`src/inc/ocl_params.svh`:
```
// Constants of the source current limit and input voltage floor register bank
`ifndef OCL_PARAMS_SVH
`define OCL_PARAMS_SVH

// ----------------------------------------------------------------------------
// Register byte addresses
// ----------------------------------------------------------------------------
`define OCL_ADDR_OUTV_LO      8'h06
`define OCL_ADDR_CUR_LO       8'h08
`define OCL_ADDR_CUR_HI       8'h09
`define OCL_ADDR_FLR_LO       8'h0a
`define OCL_ADDR_FLR_HI       8'h0b

// ----------------------------------------------------------------------------
// Reset values and field layout
// ----------------------------------------------------------------------------
`define OCL_CUR_RESET         16'h3c00
`define OCL_CUR_HI_RSVD_MASK  8'h80
`define OCL_FLR_HI_RSVD_MASK  8'hc0
`define OCL_FLR_LO_POS        6
`define OCL_FLR_RESET         8'h00

// ----------------------------------------------------------------------------
// Weights, offsets and bus address
// ----------------------------------------------------------------------------
`define OCL_CUR_STEP_MA       16'd100
`define OCL_FLR_STEP_SHIFT    6
`define OCL_FLR_OFFSET_MV     16'd3200
`define OCL_FLR_BELOW_MV      16'd1280
`define OCL_FLR_CODE_MAX      8'hff
// Arbitrary bus address, not tied to any real part
`define OCL_DEV_ADDR          7'h09

`endif

```
`src/inc/ocl_pkg.sv`:
```
// Types shared by the register bank and its serial slave
package ocl_pkg;

    typedef struct packed {
        logic       valid;
        logic [7:0] addr;
        logic [7:0] data;
    } ocl_wr_t;

    typedef enum logic [3:0] {
        ST_IDLE  = 4'b0000,
        ST_ADDR  = 4'b0001,
        ST_AACK  = 4'b0010,
        ST_REG   = 4'b0011,
        ST_RACKW = 4'b0100,
        ST_WDATA = 4'b0101,
        ST_WACK  = 4'b0110,
        ST_RDATA = 4'b0111,
        ST_RACK  = 4'b1000
    } ocl_i2c_state_t;

endpackage

```
`src/logic/ocl_i2c_slave.sv`:
```
// Byte-level two-wire bus slave with register pointer and auto-increment
`timescale 1ns/1ps
`default_nettype none
`include "ocl_params.svh"

module ocl_i2c_slave #(
    parameter logic [6:0] DEV_ADDR = `OCL_DEV_ADDR
) (
    // Clock and reset
    input  wire logic            ref_clk,
    input  wire logic            rst,
    // Bus pins
    input  wire logic            scl_in,
    input  wire logic            sda_in,
    output logic                 sda_oe,
    // Register side
    output ocl_pkg::ocl_wr_t     wr,
    output logic [7:0]           rd_addr,
    input  wire logic [7:0]      rd_data
);

    ocl_pkg::ocl_i2c_state_t state_r;
    logic       scl_q_r;
    logic       sda_q_r;
    logic [7:0] sh_r;
    logic [3:0] cnt_r;
    logic       rw_r;
    logic [7:0] ptr_r;

    wire scl_rise = scl_in & ~scl_q_r;
    wire scl_fall = ~scl_in & scl_q_r;
    wire start_c  = scl_in & scl_q_r & sda_q_r & ~sda_in;
    wire stop_c   = scl_in & scl_q_r & ~sda_q_r & sda_in;
    wire byte_end = (cnt_r == 4'd8);

    assign rd_addr = ptr_r;

    always_ff @(posedge ref_clk or posedge rst) begin
        if (rst) begin
            scl_q_r <= 1'b1;
            sda_q_r <= 1'b1;
        end else begin
            scl_q_r <= scl_in;
            sda_q_r <= sda_in;
        end
    end

    // ------------------------------------------------------------------------
    // Frame sequencer
    // ------------------------------------------------------------------------
    always_ff @(posedge ref_clk or posedge rst) begin
        if (rst) begin
            state_r <= ocl_pkg::ST_IDLE;
            sh_r    <= 8'h00;
            cnt_r   <= 4'h0;
            rw_r    <= 1'b0;
            ptr_r   <= 8'h00;
            sda_oe  <= 1'b0;
            wr      <= '0;
        end else begin
            wr.valid <= 1'b0;
            if (start_c) begin
                state_r <= ocl_pkg::ST_ADDR;
                cnt_r   <= 4'h0;
                sda_oe  <= 1'b0;
            end else if (stop_c) begin
                state_r <= ocl_pkg::ST_IDLE;
                sda_oe  <= 1'b0;
            end else begin
                case (state_r)
                    ocl_pkg::ST_ADDR, ocl_pkg::ST_REG, ocl_pkg::ST_WDATA: begin
                        if (scl_rise && !byte_end) begin
                            sh_r  <= {sh_r[6:0], sda_in};
                            cnt_r <= cnt_r + 4'd1;
                        end else if (scl_fall && byte_end) begin
                            cnt_r  <= 4'h0;
                            sda_oe <= 1'b1;
                            if (state_r == ocl_pkg::ST_ADDR) begin
                                if (sh_r[7:1] == DEV_ADDR) begin
                                    rw_r    <= sh_r[0];
                                    state_r <= ocl_pkg::ST_AACK;
                                end else begin
                                    sda_oe  <= 1'b0;
                                    state_r <= ocl_pkg::ST_IDLE;
                                end
                            end else if (state_r == ocl_pkg::ST_REG) begin
                                ptr_r   <= sh_r;
                                state_r <= ocl_pkg::ST_RACKW;
                            end else begin
                                wr.valid <= 1'b1;
                                wr.addr  <= ptr_r;
                                wr.data  <= sh_r;
                                state_r  <= ocl_pkg::ST_WACK;
                            end
                        end
                    end
                    ocl_pkg::ST_AACK: begin
                        if (scl_fall) begin
                            if (rw_r) begin
                                sh_r    <= rd_data;
                                sda_oe  <= ~rd_data[7];
                                state_r <= ocl_pkg::ST_RDATA;
                            end else begin
                                sda_oe  <= 1'b0;
                                state_r <= ocl_pkg::ST_REG;
                            end
                        end
                    end
                    ocl_pkg::ST_RACKW, ocl_pkg::ST_WACK: begin
                        if (scl_fall) begin
                            sda_oe  <= 1'b0;
                            state_r <= ocl_pkg::ST_WDATA;
                            if (state_r == ocl_pkg::ST_WACK) begin
                                ptr_r <= ptr_r + 8'h01;
                            end
                        end
                    end
                    ocl_pkg::ST_RDATA: begin
                        if (scl_rise) begin
                            cnt_r <= cnt_r + 4'd1;
                        end else if (scl_fall) begin
                            if (cnt_r == 4'd8) begin
                                sda_oe  <= 1'b0;
                                cnt_r   <= 4'h0;
                                state_r <= ocl_pkg::ST_RACK;
                            end else begin
                                sda_oe <= ~sh_r[3'd7 - cnt_r[2:0]];
                            end
                        end
                    end
                    ocl_pkg::ST_RACK: begin
                        if (scl_rise) begin
                            rw_r <= ~sda_in;
                        end else if (scl_fall) begin
                            if (rw_r) begin
                                ptr_r   <= ptr_r + 8'h01;
                                state_r <= ocl_pkg::ST_AACK;
                                sh_r    <= 8'h00;
                            end else begin
                                state_r <= ocl_pkg::ST_IDLE;
                            end
                        end
                    end
                    default: begin
                        state_r <= ocl_pkg::ST_IDLE;
                        sda_oe  <= 1'b0;
                    end
                endcase
            end
        end
    end

endmodule // ocl_i2c_slave

`default_nettype wire

```
`src/logic/ocl_limit_regs.sv`:
```
// Source current limit and input voltage floor registers with floor comparator
//
// Notes on behaviour
// - The source current limit is a 7-bit code in bits 6..0 of the high byte, 100 mA per step up to 6400 mA at the top bit.
// - After reset the source current limit pair reads 3C00h.
// - Writes to the current low byte, floor low bits 5..0 and output voltage low bits 1..0 are ignored and these read zero.
// - The input voltage floor is an 8-bit code, high byte bits 5..0 over low byte bits 7..6, 64 mV per step up to 16320 mV.
// - The effective floor threshold is the code weight plus a fixed 3.2 V, even for code zero.
// - When the measured input voltage is below the threshold the block flags input voltage regulation to cut charge current.
// - The default floor is set 1.28 V below the no-load bus voltage rather than to a fixed code.
`timescale 1ns/1ps
`default_nettype none
`include "ocl_params.svh"

module ocl_limit_regs #(
    parameter logic [6:0] DEV_ADDR = `OCL_DEV_ADDR
) (
    // Clock and reset
    input  wire logic        ref_clk,
    input  wire logic        rst,
    // Two-wire bus pins
    input  wire logic        scl_in,
    input  wire logic        sda_in,
    output logic             sda_out,
    output logic             sda_oe,
    // Measured input voltage in mV, no-load value at reset release
    input  wire logic [15:0] vbus_mv,
    // Limits toward the power stage
    output logic [6:0]       cur_limit_code,
    output logic [15:0]      cur_limit_ma,
    output logic [7:0]       floor_code,
    output logic [15:0]      floor_threshold_mv,
    output logic             input_voltage_regulation,
    output logic             invalid_write
);

    ocl_pkg::ocl_wr_t wr;
    logic [7:0]       rd_addr;
    logic [7:0]       rd_data;
    logic             sda_oe_i;
    logic [6:0]       limit_r;
    logic [7:0]       floor_r;
    logic [1:0]       stage_r;
    logic             stage_vld_r;
    logic             init_pending_r;
    logic [15:0]      thr_nxt;
    logic [7:0]       init_code;

    localparam logic [15:0] CUR_RST = `OCL_CUR_RESET;

    // ------------------------------------------------------------------------
    // Serial slave
    // ------------------------------------------------------------------------
    ocl_i2c_slave #(
        .DEV_ADDR (DEV_ADDR)
    ) u_slave (
        .ref_clk (ref_clk),
        .rst     (rst),
        .scl_in  (scl_in),
        .sda_in  (sda_in),
        .sda_oe  (sda_oe_i),
        .wr      (wr),
        .rd_addr (rd_addr),
        .rd_data (rd_data)
    );

    // ------------------------------------------------------------------------
    // Decoding
    // ------------------------------------------------------------------------
    function automatic logic rsvd_hit(input logic [7:0] addr, input logic [7:0] data);
        rsvd_hit = ((addr == `OCL_ADDR_CUR_HI) && ((data & `OCL_CUR_HI_RSVD_MASK) != 8'h00)) ||
                   ((addr == `OCL_ADDR_FLR_HI) && ((data & `OCL_FLR_HI_RSVD_MASK) != 8'h00));
    endfunction

    function automatic logic [7:0] reg_read(input logic [7:0] addr, input logic [6:0] lim,
                                            input logic [7:0] flr);
        case (addr)
            `OCL_ADDR_CUR_HI: reg_read = {1'b0, lim};
            `OCL_ADDR_FLR_HI: reg_read = {2'b00, flr[7:2]};
            `OCL_ADDR_FLR_LO: reg_read = {flr[1:0], 6'h00};
            default:          reg_read = 8'h00;
        endcase
    endfunction

    assign rd_data = reg_read(rd_addr, limit_r, floor_r);

    // Floor code that puts the threshold 1.28 V under the no-load voltage
    always_comb begin
        logic [15:0] drop;
        drop = `OCL_FLR_OFFSET_MV + `OCL_FLR_BELOW_MV;
        if (vbus_mv <= drop) begin
            init_code = 8'h00;
        end else if (((vbus_mv - drop) >> `OCL_FLR_STEP_SHIFT) > 16'(`OCL_FLR_CODE_MAX)) begin
            init_code = `OCL_FLR_CODE_MAX;
        end else begin
            init_code = 8'((vbus_mv - drop) >> `OCL_FLR_STEP_SHIFT);
        end
    end

    assign thr_nxt = `OCL_FLR_OFFSET_MV + (16'(floor_r) << `OCL_FLR_STEP_SHIFT);

    // ------------------------------------------------------------------------
    // Source current limit
    // ------------------------------------------------------------------------
    always_ff @(posedge ref_clk or posedge rst) begin
        if (rst) begin
            limit_r <= CUR_RST[14:8];
        end else if (wr.valid && wr.addr == `OCL_ADDR_CUR_HI && !rsvd_hit(wr.addr, wr.data)) begin
            limit_r <= wr.data[6:0];
        end
    end

    // ------------------------------------------------------------------------
    // Input voltage floor
    // ------------------------------------------------------------------------
    always_ff @(posedge ref_clk or posedge rst) begin
        if (rst) begin
            init_pending_r <= 1'b1;
            floor_r        <= `OCL_FLR_RESET;
            stage_r        <= 2'b00;
            stage_vld_r    <= 1'b0;
        end else if (init_pending_r) begin
            init_pending_r <= 1'b0;
            floor_r        <= init_code;
        end else if (wr.valid && wr.addr == `OCL_ADDR_FLR_LO) begin
            stage_r     <= wr.data[`OCL_FLR_LO_POS +: 2];
            stage_vld_r <= 1'b1;
        end else if (wr.valid && wr.addr == `OCL_ADDR_FLR_HI) begin
            stage_vld_r <= 1'b0;
            if (!rsvd_hit(wr.addr, wr.data)) begin
                floor_r <= {wr.data[5:0], stage_vld_r ? stage_r : floor_r[1:0]};
            end
        end
    end

    // ------------------------------------------------------------------------
    // Outputs
    // ------------------------------------------------------------------------
    always_ff @(posedge ref_clk or posedge rst) begin
        if (rst) begin
            cur_limit_code           <= CUR_RST[14:8];
            cur_limit_ma             <= 16'h0000;
            floor_code               <= `OCL_FLR_RESET;
            floor_threshold_mv       <= `OCL_FLR_OFFSET_MV;
            input_voltage_regulation <= 1'b0;
        end else begin
            cur_limit_code           <= limit_r;
            cur_limit_ma             <= 16'(limit_r) * `OCL_CUR_STEP_MA;
            floor_code               <= floor_r;
            floor_threshold_mv       <= thr_nxt;
            input_voltage_regulation <= !init_pending_r && (vbus_mv < thr_nxt);
        end
    end

    always_ff @(posedge ref_clk or posedge rst) begin
        if (rst) begin
            invalid_write <= 1'b0;
            sda_oe        <= 1'b0;
            sda_out       <= 1'b0;
        end else begin
            invalid_write <= wr.valid && rsvd_hit(wr.addr, wr.data);
            sda_oe        <= sda_oe_i;
            sda_out       <= 1'b0;
        end
    end

endmodule // ocl_limit_regs

`default_nettype wire

```
`config.mk`:
```
export PLATFORM = sky130hd
export DESIGN_NAME = ocl_limit_regs
export DESIGN_NICKNAME = d
export VERILOG_FILES = /design/src/inc/ocl_pkg.sv /design/src/logic/ocl_i2c_slave.sv /design/src/logic/ocl_limit_regs.sv
export VERILOG_INCLUDE_DIRS = /design/src /design/src/inc
export SDC_FILE = /design/constraint.sdc
export NUM_CORES = 1
export LEC_CHECK = 0
export BUFFER_PORTS_ARGS = -buffer_cell sky130_fd_sc_hd__clkbuf_2
export CAP_MARGIN = 20
export CORE_AREA = 8 8 112 114
export CTS_CLUSTER_SIZE = 16
export DETAILED_ROUTE_END_ITERATION = 8
export DIE_AREA = 0 0 120 122
export GPL_ROUTABILITY_DRIVEN = 0
export PLACE_DENSITY = 0.76
export SLEW_MARGIN = 20
export SYNTH_ARGS = -nofsm -noshare
export SYNTH_HDL_FRONTEND = slang
export SYNTH_SLANG_ARGS = --single-unit
```
`constraint.sdc`:
```
create_clock -name ref_clk -period 2.7 [get_ports ref_clk]
set_input_delay 0.135 -clock ref_clk [delete_from_list [all_inputs] [get_ports ref_clk]]
set_output_delay 0.135 -clock ref_clk [all_outputs]
set_load 0.02 [all_outputs]
```
==> qor.json, run 1 <==
{
  "synth.cell_area_sq_mm": 0.00557,
  "worst_skew_pair.late_latency_ps": 380,
  "drc_errors": 0,
  "ratio_of_cells_with_drive_above_1_in_the_final_layout": 0.253,
  "final.hold.worst_slack_ps": 109,
  "ys_ff_latch": 100,
  "finalClockSkew_ps": 14.5,
  "detail_route.first_pass.iterations": 5,
  "count_of_different_cell_masters_after_synthesis": 66,
  "cts_htree_levels": 3,
  "syn2layout_area_growth_pct": 15.3,
  "drt_iter0_drc": 388,
  "wl_per_cell_um": 16.7,
  "cap_violations": 0,
  "dp.cells": 732,
  "hp-class": "in2reg",
  "cts_root_buffer": "sky130_fd_sc_hd__clkbuf_8",
  "slew-limit-headroom": 0.607,
  "avgViaCountPerCell": 5.73,
  "fp-row-count": 38,
  "cp.required_ps": 2950,
  "mostFrequentLayoutCells": "sky130_fd_sc_hd__dfrtp_1, sky130_fd_sc_hd__clkbuf_2, sky130_fd_sc_hd__ha_1",
  "cp_max_fo": 3,
  "total_power_uw": 3470,
  "grt_start_max_net_pins": 101,
  "leakagePower_uw": 0.00308,
  "clockBufferDepth": 2,
  "number_of_hold_violations_in_the_final_report": 0,
  "mean_area_per_synthesized_cell_sq_um": 10.4,
  "fill_cells": 871,
  "synth.yosys.warnings": 0,
  "die_w_um": 120,
  "outcome": "finished clean",
  "clk_pin_slew_ps": 100,
  "ffs_w_async_s_r_synth": 1.00,
  "timing_max_transition_violations_final": 0,
  "grt_pass1_wl_um": 21000,
  "netSwitchingFraction": 0.281,
  "crit-reg2reg-launch": "limit_r[2]",
  "final_period_minus_worst_setup_slack_ps": 2650,
  "cts-buffers-inserted": 9,
  "vias_in_the_first_global_route": 4284,
  "synth-edff-count": 0,
  "cp-end-kind": "register",
  "synth_flop_cell": "sky130_fd_sc_hd__dfrtp_1",
  "buffer_ports.inserted": 58,
  "fp.dieArea_sq_mm": 0.0146,
  "comb_power_share": 0.162,
  "worstSetupStartpointType": "register",
  "cts_sinks": 100,
  "switching_component_of_the_power_uw": 976,
  "initial_antenna_violation_count": 0,
  "internal_power_uw": 2490,
  "fin_nets": 674,
  "initial_utilization": 0.521,
  "fmax_ghz": 0.378,
  "clock_tree_from_tritoncts": "yes",
  "synth_sequential_area_ratio": 0.452,
  "p_seq_frac": 0.491,
  "num_vias": 4315,
  "hpwl_um": 8940,
  "post_synth_inst_count": 535,
  "core-area_sq_mm": 0.0107,
  "final_clock_period_utilization_by_the_worst_path": 0.980,
  "critical_path_arrival_ps": 2900,
  "worstSetupStartpoint": "limit_r[2]",
  "min-delay-start": "vbus_mv[6]",
  "layout.cells.most_common": "sky130_fd_sc_hd__dfrtp_1",
  "totalWireLength_um": 12600,
  "tightest_slew_ps": 587,
  "vdd_ir_max_v": 0.000271,
  "chipHeight_um": 122,
  "finalNonFillerCells": 753,
  "timing.final.setup_violations": 0,
  "boundaryPins": 71,
  "insertedDiodeCount": 0,
  "grt.overflow.total": 0,
  "grt.total_usage": 0.177,
  "timing.setup.critical_path_class": "reg2reg",
  "drtAntennaViolNets": 0,
  "clockPowerShare": 0.346,
  "finalSetupTns_ps": 0,
  "cellPowerDensity_mw_per_mm2": 540
}
-- worst max-delay path, stage by stage, from the launching register on --
cell and delay, ps:
sky130_fd_sc_hd__dfstp_2 550, sky130_fd_sc_hd__ha_1 270, sky130_fd_sc_hd__ha_4 260, sky130_fd_sc_hd__fa_1 550
sky130_fd_sc_hd__ha_4 220, sky130_fd_sc_hd__a21oi_2 150, sky130_fd_sc_hd__o21ai_1 130, sky130_fd_sc_hd__o41ai_2 260
sky130_fd_sc_hd__xnor2_1 130
-- final cells by class --
cell class,instances,area [sq um],area share
multi-input combinational,380,2850,0.443
clock inverter,5,108,0.0168
sequential,100,2520,0.392
timing repair buffer,81,485,0.0756
clock buffer,11,151,0.0236
inverter,36,139,0.0216
tap,140,175,0.0273
-- path summary, 6_finish.rpt --
kind	endpoint	cells after the start	slack, ps
max	cur_limit_ma[13]	8	50
min	floor_r[0]	4	110
max reg2reg	cur_limit_ma[13]	8	50
min reg2reg	sda_oe	0	400
max in group asynchronous	u_slave.sda_q_r	4	1860
min in group asynchronous	u_slave.state_r[2]	4	430
-- cells in the mapped netlist, drive strengths merged, types with 4 or more instances --
master,n,area share
xnor2,12,0.019
buf,24,0.028
dfrtp,86,0.39
nand2,35,0.024
nor2b,6,0.0067
a21o,4,0.0054
o22a,8,0.013
a22oi,4,0.0079
mux2,17,0.034
or2,4,0.0045
a211o,4,0.0063
dfstp,14,0.066
mux2i,6,0.011
xor2,5,0.0079
nand3,16,0.014
nand4,5,0.0067
o21ai,38,0.035
a32o,5,0.0090
nor2,31,0.021
nor4,4,0.0045
nand2b,4,0.0058
nor3,13,0.012
a21oi,43,0.039
inv,36,0.024
nor4b,6,0.019
a31oi,7,0.0079
ha,44,0.099
clkbuf,6,0.0040
-- sequential cells by signal, indices dropped and copies added (netlist names), 2 cells and up --
register / count
cur_limit_ma: 10
limit_r: 7
u_slave.cnt_r: 4
u_slave.wr: 17
floor_code: 8
floor_r: 8
floor_threshold_mv: 8
u_slave.state_r: 4
u_slave.rd_addr: 8
stage_r: 2
cur_limit_code: 7
u_slave.sh_r: 8
-- metal layers --
layer | global-route usage | vias up | share of wire
li1 | - | 2051 | -
met1 | 0.224 | 2106 | 0.44
met2 | 0.291 | 135 | 0.49
met3 | 0.0268 | 23 | 0.050
met4 | 0.0851 | 0 | 0.019
met5 | 0 | - | 0
-- stage by stage --
stage	worst slack, ps	util	instance area, sq um
after floorplan	1.39	-	5650
after detailed placement	-162	0.568	6080
final	54.0	0.600	6420
after global routing	-12.1	0.600	6420
after CTS	21.4	0.597	6390
after global placement	-19.6	0.568	6080
-- repair_timing --
action | CTS | global route
hold buffers | 4 | 0
resized for setup | 3 | 7
buffers inserted | 0 | 1
setup endpoints to repair | 2 | 3
pin swaps | 3 | 3
endpoints found under the hold margin | 89 | 0
-- power groups by stage --
stage	combinational (uW)	sequential, uW	clock (uW)
global placement	535	1720	0
CTS	561	1700	1220
global route	629	1720	1290
floorplan	336	1760	0
detailed placement	551	1730	0
finish	564	1700	1200
-- cell families after synthesis --
group	Yosys count	synth area share
adders and majority gates	46	0.106
AOI/OAI and AO/OA	141	0.168
buffers and inverters	67	0.0582
xor gates and xnor gates	17	0.0267
and+or+nand+nor	138	0.135
other	1	0.000673
muxes	25	0.0532
DFF	100	0.452
(Power assumes the default switching activity.)
==> run 2, diff against run 1 <==
--- a/config.mk
+++ b/config.mk
@@ -10,6 +10,6 @@
 export CAP_MARGIN = 20
-export CORE_AREA = 8 8 112 114
+export CORE_AREA = 8 8 132 97
 export CTS_CLUSTER_SIZE = 16
 export DETAILED_ROUTE_END_ITERATION = 8
-export DIE_AREA = 0 0 120 122
+export DIE_AREA = 0 0 140 105
 export GPL_ROUTABILITY_DRIVEN = 0
==> constraint.sdc (replaced) <==
create_clock -name ref_clk -period 2.7 [get_ports ref_clk]
set_input_delay 0.54 -clock ref_clk [delete_from_list [all_inputs] [get_ports ref_clk]]
set_output_delay 0.54 -clock ref_clk [all_outputs]
set_load 0.02 [all_outputs]
==> qor.json, run 2 (synthesis gave the netlist of run 1 again) <==
{
  "outcome": "finished clean",
  "die_w_um": 140,
  "timing.final.setup_violations": 0,
  "mostFrequentLayoutCells": "sky130_fd_sc_hd__dfrtp_1, sky130_fd_sc_hd__clkbuf_2, sky130_fd_sc_hd__a21oi_1, sky130_fd_sc_hd__ha_1",
  "dp.cells": 728,
  "wl_per_cell_um": 17.6,
  "setup_slack_of_the_critical_path_after_layout_ps": 101,
  "clk_pin_slew_ps": 70,
  "critPathMaxStageDelay_ps": 550,
  "timing_max_transition_violations_final": 0,
  "cp_max_fo": 3,
  "cp.required_ps": 2970,
  "clock_tree_from_tritoncts": "yes",
  "avgViaCountPerCell": 5.83,
  "cp-end-kind": "register",
  "finalClockSkew_ps": 9.51,
  "cts_hold_buf": 0,
  "fp.dieArea_sq_mm": 0.0147,
  "total_power_uw": 3490,
  "grt_pass1_wl_um": 21800,
  "timing.setup.critical_path_class": "reg2reg",
  "fp-row-count": 32,
  "initial_antenna_violation_count": 0,
  "core-area_sq_mm": 0.0107,
  "syn2layout_area_growth_pct": 15.4,
  "hp-class": "in2async",
  "cp_cell_sequence": "ha_1 -> ha_4 -> fa_1 -> ha_4 -> a21o_1 -> a21oi_2 -> o21bai_1 -> a21oi_1 -> xnor2_1",
  "finalSetupTns_ps": 0,
  "endpoint_of_the_worst_slack_reg_to_reg_timing_path": "cur_limit_ma[12]",
  "reg_to_reg_slack_setup_ps": 100,
  "leakagePower_uw": 0.00306,
  "critPathMostFrequentCell": "sky130_fd_sc_hd__ha_4",
  "slowest_stage": "sky130_fd_sc_hd__dfstp_2",
  "num_vias": 4343,
  "cap_violations": 0,
  "tightest_slew_ps": 644,
  "critical_path_arrival_ps": 2870,
  "totalWireLength_um": 13100,
  "crit-reg2reg-launch": "limit_r[2]",
  "reg.largest.list": "u_slave.wr (17), cur_limit_ma (10)",
  "registers.top_by_ff_count": "u_slave.wr",
  "worst_skew_pair.late_latency_ps": 350,
  "vias_in_the_first_global_route": 4323,
  "slew-limit-headroom": 0.569,
  "detailedPlace.worstSlack_ps": -79.0,
  "initial_utilization": 0.519,
  "final_clock_period_utilization_by_the_worst_path": 0.963,
  "grt.overflow.total": 0,
  "drt_iter0_drc": 306,
  "largest_register_ff_count": 17,
  "boundaryPins": 71,
  "grt_start_max_net_pins": 83,
  "cts_sinks": 100,
  "reg2reg_depth": 9,
  "worstSetupStartpointType": "register",
  "cellPowerDensity_mw_per_mm2": 543,
  "clockBufferDepth": 2,
  "hpwl_um": 9520,
  "chipHeight_um": 105,
  "grt.total_usage": 0.182,
  "drc_errors": 0,
  "ratio_of_cells_with_drive_above_1_in_the_final_layout": 0.255,
  "drtAntennaViolNets": 0,
  "cts_htree_levels": 3,
  "fmax_ghz": 0.385,
  "final_period_minus_worst_setup_slack_ps": 2600,
  "buffer_ports.inserted": 58,
  "cts_root_buffer": "sky130_fd_sc_hd__clkbuf_16",
  "layout.cells.most_common": "sky130_fd_sc_hd__dfrtp_1",
  "fin_nets": 670,
  "number_of_hold_violations_in_the_final_report": 0,
  "finalNonFillerCells": 745,
  "insertedDiodeCount": 0,
  "vdd_ir_max_v": 0.000311,
  "cts-buffers-inserted": 9,
  "detail_route.first_pass.iterations": 5
}
==> run 2: critical path: cells and delay by family, from the launching register on <==
kind | cells | cell delay, ps
adder cells (fa/ha/maj) | 4 | 1240
XOR/XNOR | 1 | 130
flip-flops | 1 | 550
AO/OA/AOI/OAI | 4 | 590
==> run 2: layout make-up <==
| class | instances | area, sq um |
|---|---|---|
| clock buffer | 10 | 229 |
| tap | 136 | 170 |
| fill | 899 | 4300 |
| sequential | 100 | 2520 |
| clock inverter | 6 | 50.0 |
| inverter | 36 | 139 |
| multi-input combinational | 380 | 2870 |
| timing repair buffer | 77 | 445 |
==> run 2: stage by stage <==
step	area [sq um]	util	hold WS [ps]
3_5_place_dp	6070	0.566	405
2_1_floorplan	5650	-	354
4_1_cts	6370	0.593	169
3_3_place_gp	6070	0.566	407
5_1_grt	6430	0.599	192
6_report	6430	0.599	171
==> run 2: report_power, final <==
group / leakage [uW] / switching [uW] / internal [uW]
registers: 0.00127 / 101 / 1610
logic: 0.00167 / 346 / 224
clock network: 0.000129 / 579 / 633
total: 0.00306 / 1030 / 2460
==> run 2: how the worst max path moves through the flow <==
stage | slack, ps | start | cells past startpoint | end
2_1_floorplan | 1 | limit_r[3] | 8 | cur_limit_ma[13]
6_report | 100 | limit_r[2] | 9 | cur_limit_ma[12]
5_1_grt | -10 | limit_r[4] | 8 | cur_limit_ma[13]
3_3_place_gp | -20 | limit_r[2] | 8 | cur_limit_ma[13]
4_1_cts | 30 | limit_r[2] | 9 | cur_limit_ma[12]
3_5_place_dp | -80 | limit_r[2] | 8 | cur_limit_ma[13]
==> run 2: what timing repair did <==
item / CTS / global route
endpoints found under the setup margin: 3 / 3
hold endpoints to repair: 0 / 0
setup buffers: 0 / 1
gates resized for setup: 4 / 8
pin swaps: 1 / 8
==> run 2: layer usage <==
metal | GRT usage | wire length, um | part of all wire
met5 | 0 | 0 | 0
met1 | 0.247 | 5840 | 0.45
met4 | 0.0602 | 215 | 0.016
met2 | 0.278 | 6180 | 0.47
met3 | 0.0459 | 840 | 0.064
==> run 3, diff against run 2 <==
Settings changed: ABC_AREA set to 1, CORE_AREA 8 8 132 97 to 8 8 135 99, DIE_AREA 0 0 140 105 to 0 0 143 107.
==> qor.json, run 3 <==
{
  "setup_repair_after_global_routing_missed_its_margin": "yes",
  "detailedPlace.worstSlack_ps": -25.8,
  "synth_compound_area_frac": 0.116,
  "avgViaCountPerCell": 5.32,
  "cell_area_after_layout_sq_mm": 0.00660,
  "largest_register_ff_count": 17,
  "drc_errors": 0,
  "cts_sinks": 100,
  "grt.total_usage": 0.184,
  "cp-end-kind": "register",
  "post_synth_xor_area_fraction": 0.0270,
  "placed_cell_area_sq_mm": 0.00627,
  "final_clock_period_utilization_by_the_worst_path": 0.965,
  "cts-buffers-inserted": 9,
  "yosys.area.top_type": "sky130_fd_sc_hd__dfrtp_1",
  "fp-row-count": 33,
  "hpwl_um": 10300,
  "post-synth-top-area-fraction": 0.369,
  "layout.cells.most_common": "sky130_fd_sc_hd__nand2_1",
  "cp.required_ps": 2920,
  "registers.top_by_ff_count": "u_slave.wr",
  "ffs_w_async_s_r_synth": 1.00,
  "timing.final.setup_violations": 0,
  "ys_ff_latch": 100,
  "synth-simple-area-share": 0.246,
  "total_power_uw": 3400,
  "mean_area_per_synthesized_cell_sq_um": 8.31,
  "grt.overflow.total": 0,
  "synth_flop_cell": "sky130_fd_sc_hd__dfrtp_1",
  "detail_route.first_pass.iterations": 6,
  "reg.largest.list": "u_slave.wr (17), cur_limit_ma (10)",
  "yosys-top-cells-count": "sky130_fd_sc_hd__nand2_1, sky130_fd_sc_hd__dfrtp_1, sky130_fd_sc_hd__inv_1, sky130_fd_sc_hd__nor2_1, sky130_fd_sc_hd__o21ai_0",
  "ratio_of_cells_with_drive_above_1_in_the_final_layout": 0.187,
  "clk_pin_slew_ps": 70,
  "worstSetupStartpointType": "register",
  "vias_in_the_first_global_route": 4650,
  "netSwitchingFraction": 0.292,
  "multiInputGateArea_sq_mm": 0.00294,
  "initial_antenna_violation_count": 0,
  "reg_to_reg_slack_setup_ps": 90,
  "mostFrequentLayoutCells": "sky130_fd_sc_hd__nand2_1, sky130_fd_sc_hd__dfrtp_1, sky130_fd_sc_hd__inv_1",
  "critPathMostFrequentCell": "sky130_fd_sc_hd__ha_1",
  "number_of_hold_violations_in_the_final_report": 0,
  "synth_sequential_area_ratio": 0.432,
  "comb_power_share": 0.141,
  "timing_max_transition_violations_final": 0,
  "drtAntennaViolNets": 0,
  "buffer_ports.inserted": 58,
  "wl_per_cell_um": 14.7,
  "clockPowerShare": 0.370,
  "cts_root_buffer": "sky130_fd_sc_hd__clkbuf_16",
  "synth.area.mux_share": 0,
  "die_w_um": 143,
  "post-synth-top-count-cell": "sky130_fd_sc_hd__nand2_1",
  "synth.cell_area_sq_mm": 0.00583,
  "grt_start_max_net_pins": 48,
  "switching_component_of_the_power_uw": 993,
  "synth-edff-count": 0,
  "cp_max_fo": 5,
  "hp-class": "in2async",
  "num_vias": 4939,
  "p_seq_frac": 0.490,
  "totalWireLength_um": 13600,
  "worst_skew_pair.late_latency_ps": 350,
  "dp.cells": 912,
  "clock_tree_from_tritoncts": "yes",
  "slew-limit-headroom": 0.618,
  "reg2reg_depth": 9,
  "tightest_slew_ps": 571,
  "endpoint_of_the_worst_slack_reg_to_reg_timing_path": "cur_limit_ma[13]",
  "internal_power_uw": 2400,
  "clockBufferDepth": 2,
  "worstSetupStartpoint": "limit_r[2]",
  "synth.yosys.warnings": 0,
  "critical_path_arrival_ps": 2830,
  "finalNonFillerCells": 928,
  "fin_nets": 832,
  "drt_iter0_drc": 361,
  "grt_pass1_wl_um": 22700,
  "core-area_sq_mm": 0.0114,
  "boundaryPins": 71,
  "cap_violations": 0,
  "cts_htree_levels": 3,
  "finalClockSkew_ps": 9.99,
  "vdd_ir_max_v": 0.000326,
  "final.hold.worst_slack_ps": 234,
  "leakagePower_uw": 0.00341,
  "synth_top_family_by_area": "simple AND/OR/NAND/NOR gates",
  "count_of_different_cell_masters_after_synthesis": 40,
  "timing.setup.critical_path_class": "reg2reg",
  "syn2layout_area_growth_pct": 13.1,
  "worstSetupEndpoint": "cur_limit_ma[13]",
  "slowest_stage": "sky130_fd_sc_hd__dfstp_2",
  "fmax_ghz": 0.384,
  "outcome": "finished clean",
  "insertedDiodeCount": 0,
  "initial_utilization": 0.514,
  "cellPowerDensity_mw_per_mm2": 515,
  "area.sequential_sq_mm": 0.00252,
  "yosys-top-cells-area": "sky130_fd_sc_hd__dfrtp_1, sky130_fd_sc_hd__nand2_1, sky130_fd_sc_hd__ha_1, sky130_fd_sc_hd__dfstp_2, sky130_fd_sc_hd__inv_1",
  "fill_cells": 966,
  "crit-reg2reg-launch": "limit_r[2]",
  "final_period_minus_worst_setup_slack_ps": 2610,
  "fp.dieArea_sq_mm": 0.0153,
  "chipHeight_um": 107,
  "post_synth_inst_count": 702,
  "setup_slack_of_the_critical_path_after_layout_ps": 94.6,
  "post_synth_fa_ha_maj_area_fraction": 0.101,
  "cp_cell_sequence": "ha_1 -> ha_1 -> fa_1 -> ha_4 -> a21oi_2 -> nand2_1 -> nand4_1 -> o211ai_1 -> xor2_1",
  "critPathMaxStageDelay_ps": 560
}
==> run 3: cell types whose count changed after synthesis, moves of 9 or more <==
cell / previous run / this run
sky130_fd_sc_hd__nand3_1: 16 / 38
sky130_fd_sc_hd__o21ai_0: 37 / 47
sky130_fd_sc_hd__nor2_1: 30 / 66
sky130_fd_sc_hd__nand4_1: 4 / 19
sky130_fd_sc_hd__nand2_1: 35 / 162
sky130_fd_sc_hd__nor3_1: 13 / 3
sky130_fd_sc_hd__inv_1: 36 / 70
sky130_fd_sc_hd__mux2_2: 17 / 0
sky130_fd_sc_hd__xnor2_1: 12 / 2
sky130_fd_sc_hd__o21ai_2: 1 / 10
sky130_fd_sc_hd__xor2_1: 5 / 16
sky130_fd_sc_hd__o21ai_1: 0 / 12
==> run 3: how the worst min path moves through the flow <==
stage | start | end | slack (ps) | cells past startpoint
2_1_floorplan | u_slave.sda_oe | sda_oe | 350 | 0
4_1_cts | rst | stage_vld_r | 240 | 2
6_report | rst | u_slave.wr[2] | 230 | 2
3_5_place_dp | u_slave.sda_oe | sda_oe | 360 | 0
3_3_place_gp | u_slave.sda_oe | sda_oe | 360 | 0
5_1_grt | rst | stage_r[1] | 270 | 2
==> run 3: what timing repair did <==
| item | in CTS | in global routing |
|---|---|---|
| pin swaps | 0 | 1 |
| hold buffers | 0 | 0 |
| resized for setup | 2 | 3 |
| setup endpoints to repair | 1 | 2 |
| buffers inserted | 0 | 0 |
==> run 3: worst max-delay path: cells and delay by family, from the launching register on <==
| kind | cells | cell delay [ps] |
|---|---|---|
| flip-flops | 1 | 560 |
| AO/OA/AOI/OAI | 2 | 240 |
| adder cells (fa/ha/maj) | 4 | 1330 |
| AND/OR/NAND/NOR | 2 | 190 |
| XOR/XNOR | 1 | 160 |
==> run 3: cell families (layout without fill, tap and decap cells) <==
kind of cell | count (synthesis) | after routing
adders and majority gates | 46 | 46
and+or+nand+nor | 316 | 316
AOI/OAI and AO/OA | 121 | 121
xor gates and xnor gates | 18 | 18
buffers and inverters | 100 | 157
other | 1 | 13
DFF | 100 | 100
==> run 3: power groups by stage <==
stage	Combinational, uW	Clock, uW	Sequential [uW]
2_1_floorplan	295	0	1710
3_3_place_gp	458	0	1690
3_5_place_dp	470	0	1690
4_1_cts	476	1280	1660
5_1_grt	535	1340	1680
6_report	478	1260	1660
==> run 3: final cells by class <==
cell class              count  share of cell area
multi-input cells         514               0.446
flip-flops and latches    100               0.382
repair buffers             65              0.0539
inverters                  76              0.0438
clock buffers              10              0.0362
well taps                 157              0.0298
clock inverters             6             0.00835
==> run 3: metal layers <==
| metal | vias to the layer above | wire [um] | track usage |
|---|---|---|---|
| met5 | - | 0 | 0 |
| met4 | 0 | 171 | 0.0574 |
| met3 | 16 | 1010 | 0.0444 |
| met2 | 190 | 6040 | 0.277 |
| met1 | 2319 | 6380 | 0.256 |
| li1 | 2414 | - | - |
==> run 3: stage by stage <==
step | setup TNS (ps) | utilization
final | 0 | 0.581
after global routing | -9.57 | 0.581
after CTS | 0 | 0.579
after detailed placement | -25.8 | 0.552
after global placement | 0 | 0.552
after floorplan | 0 | -
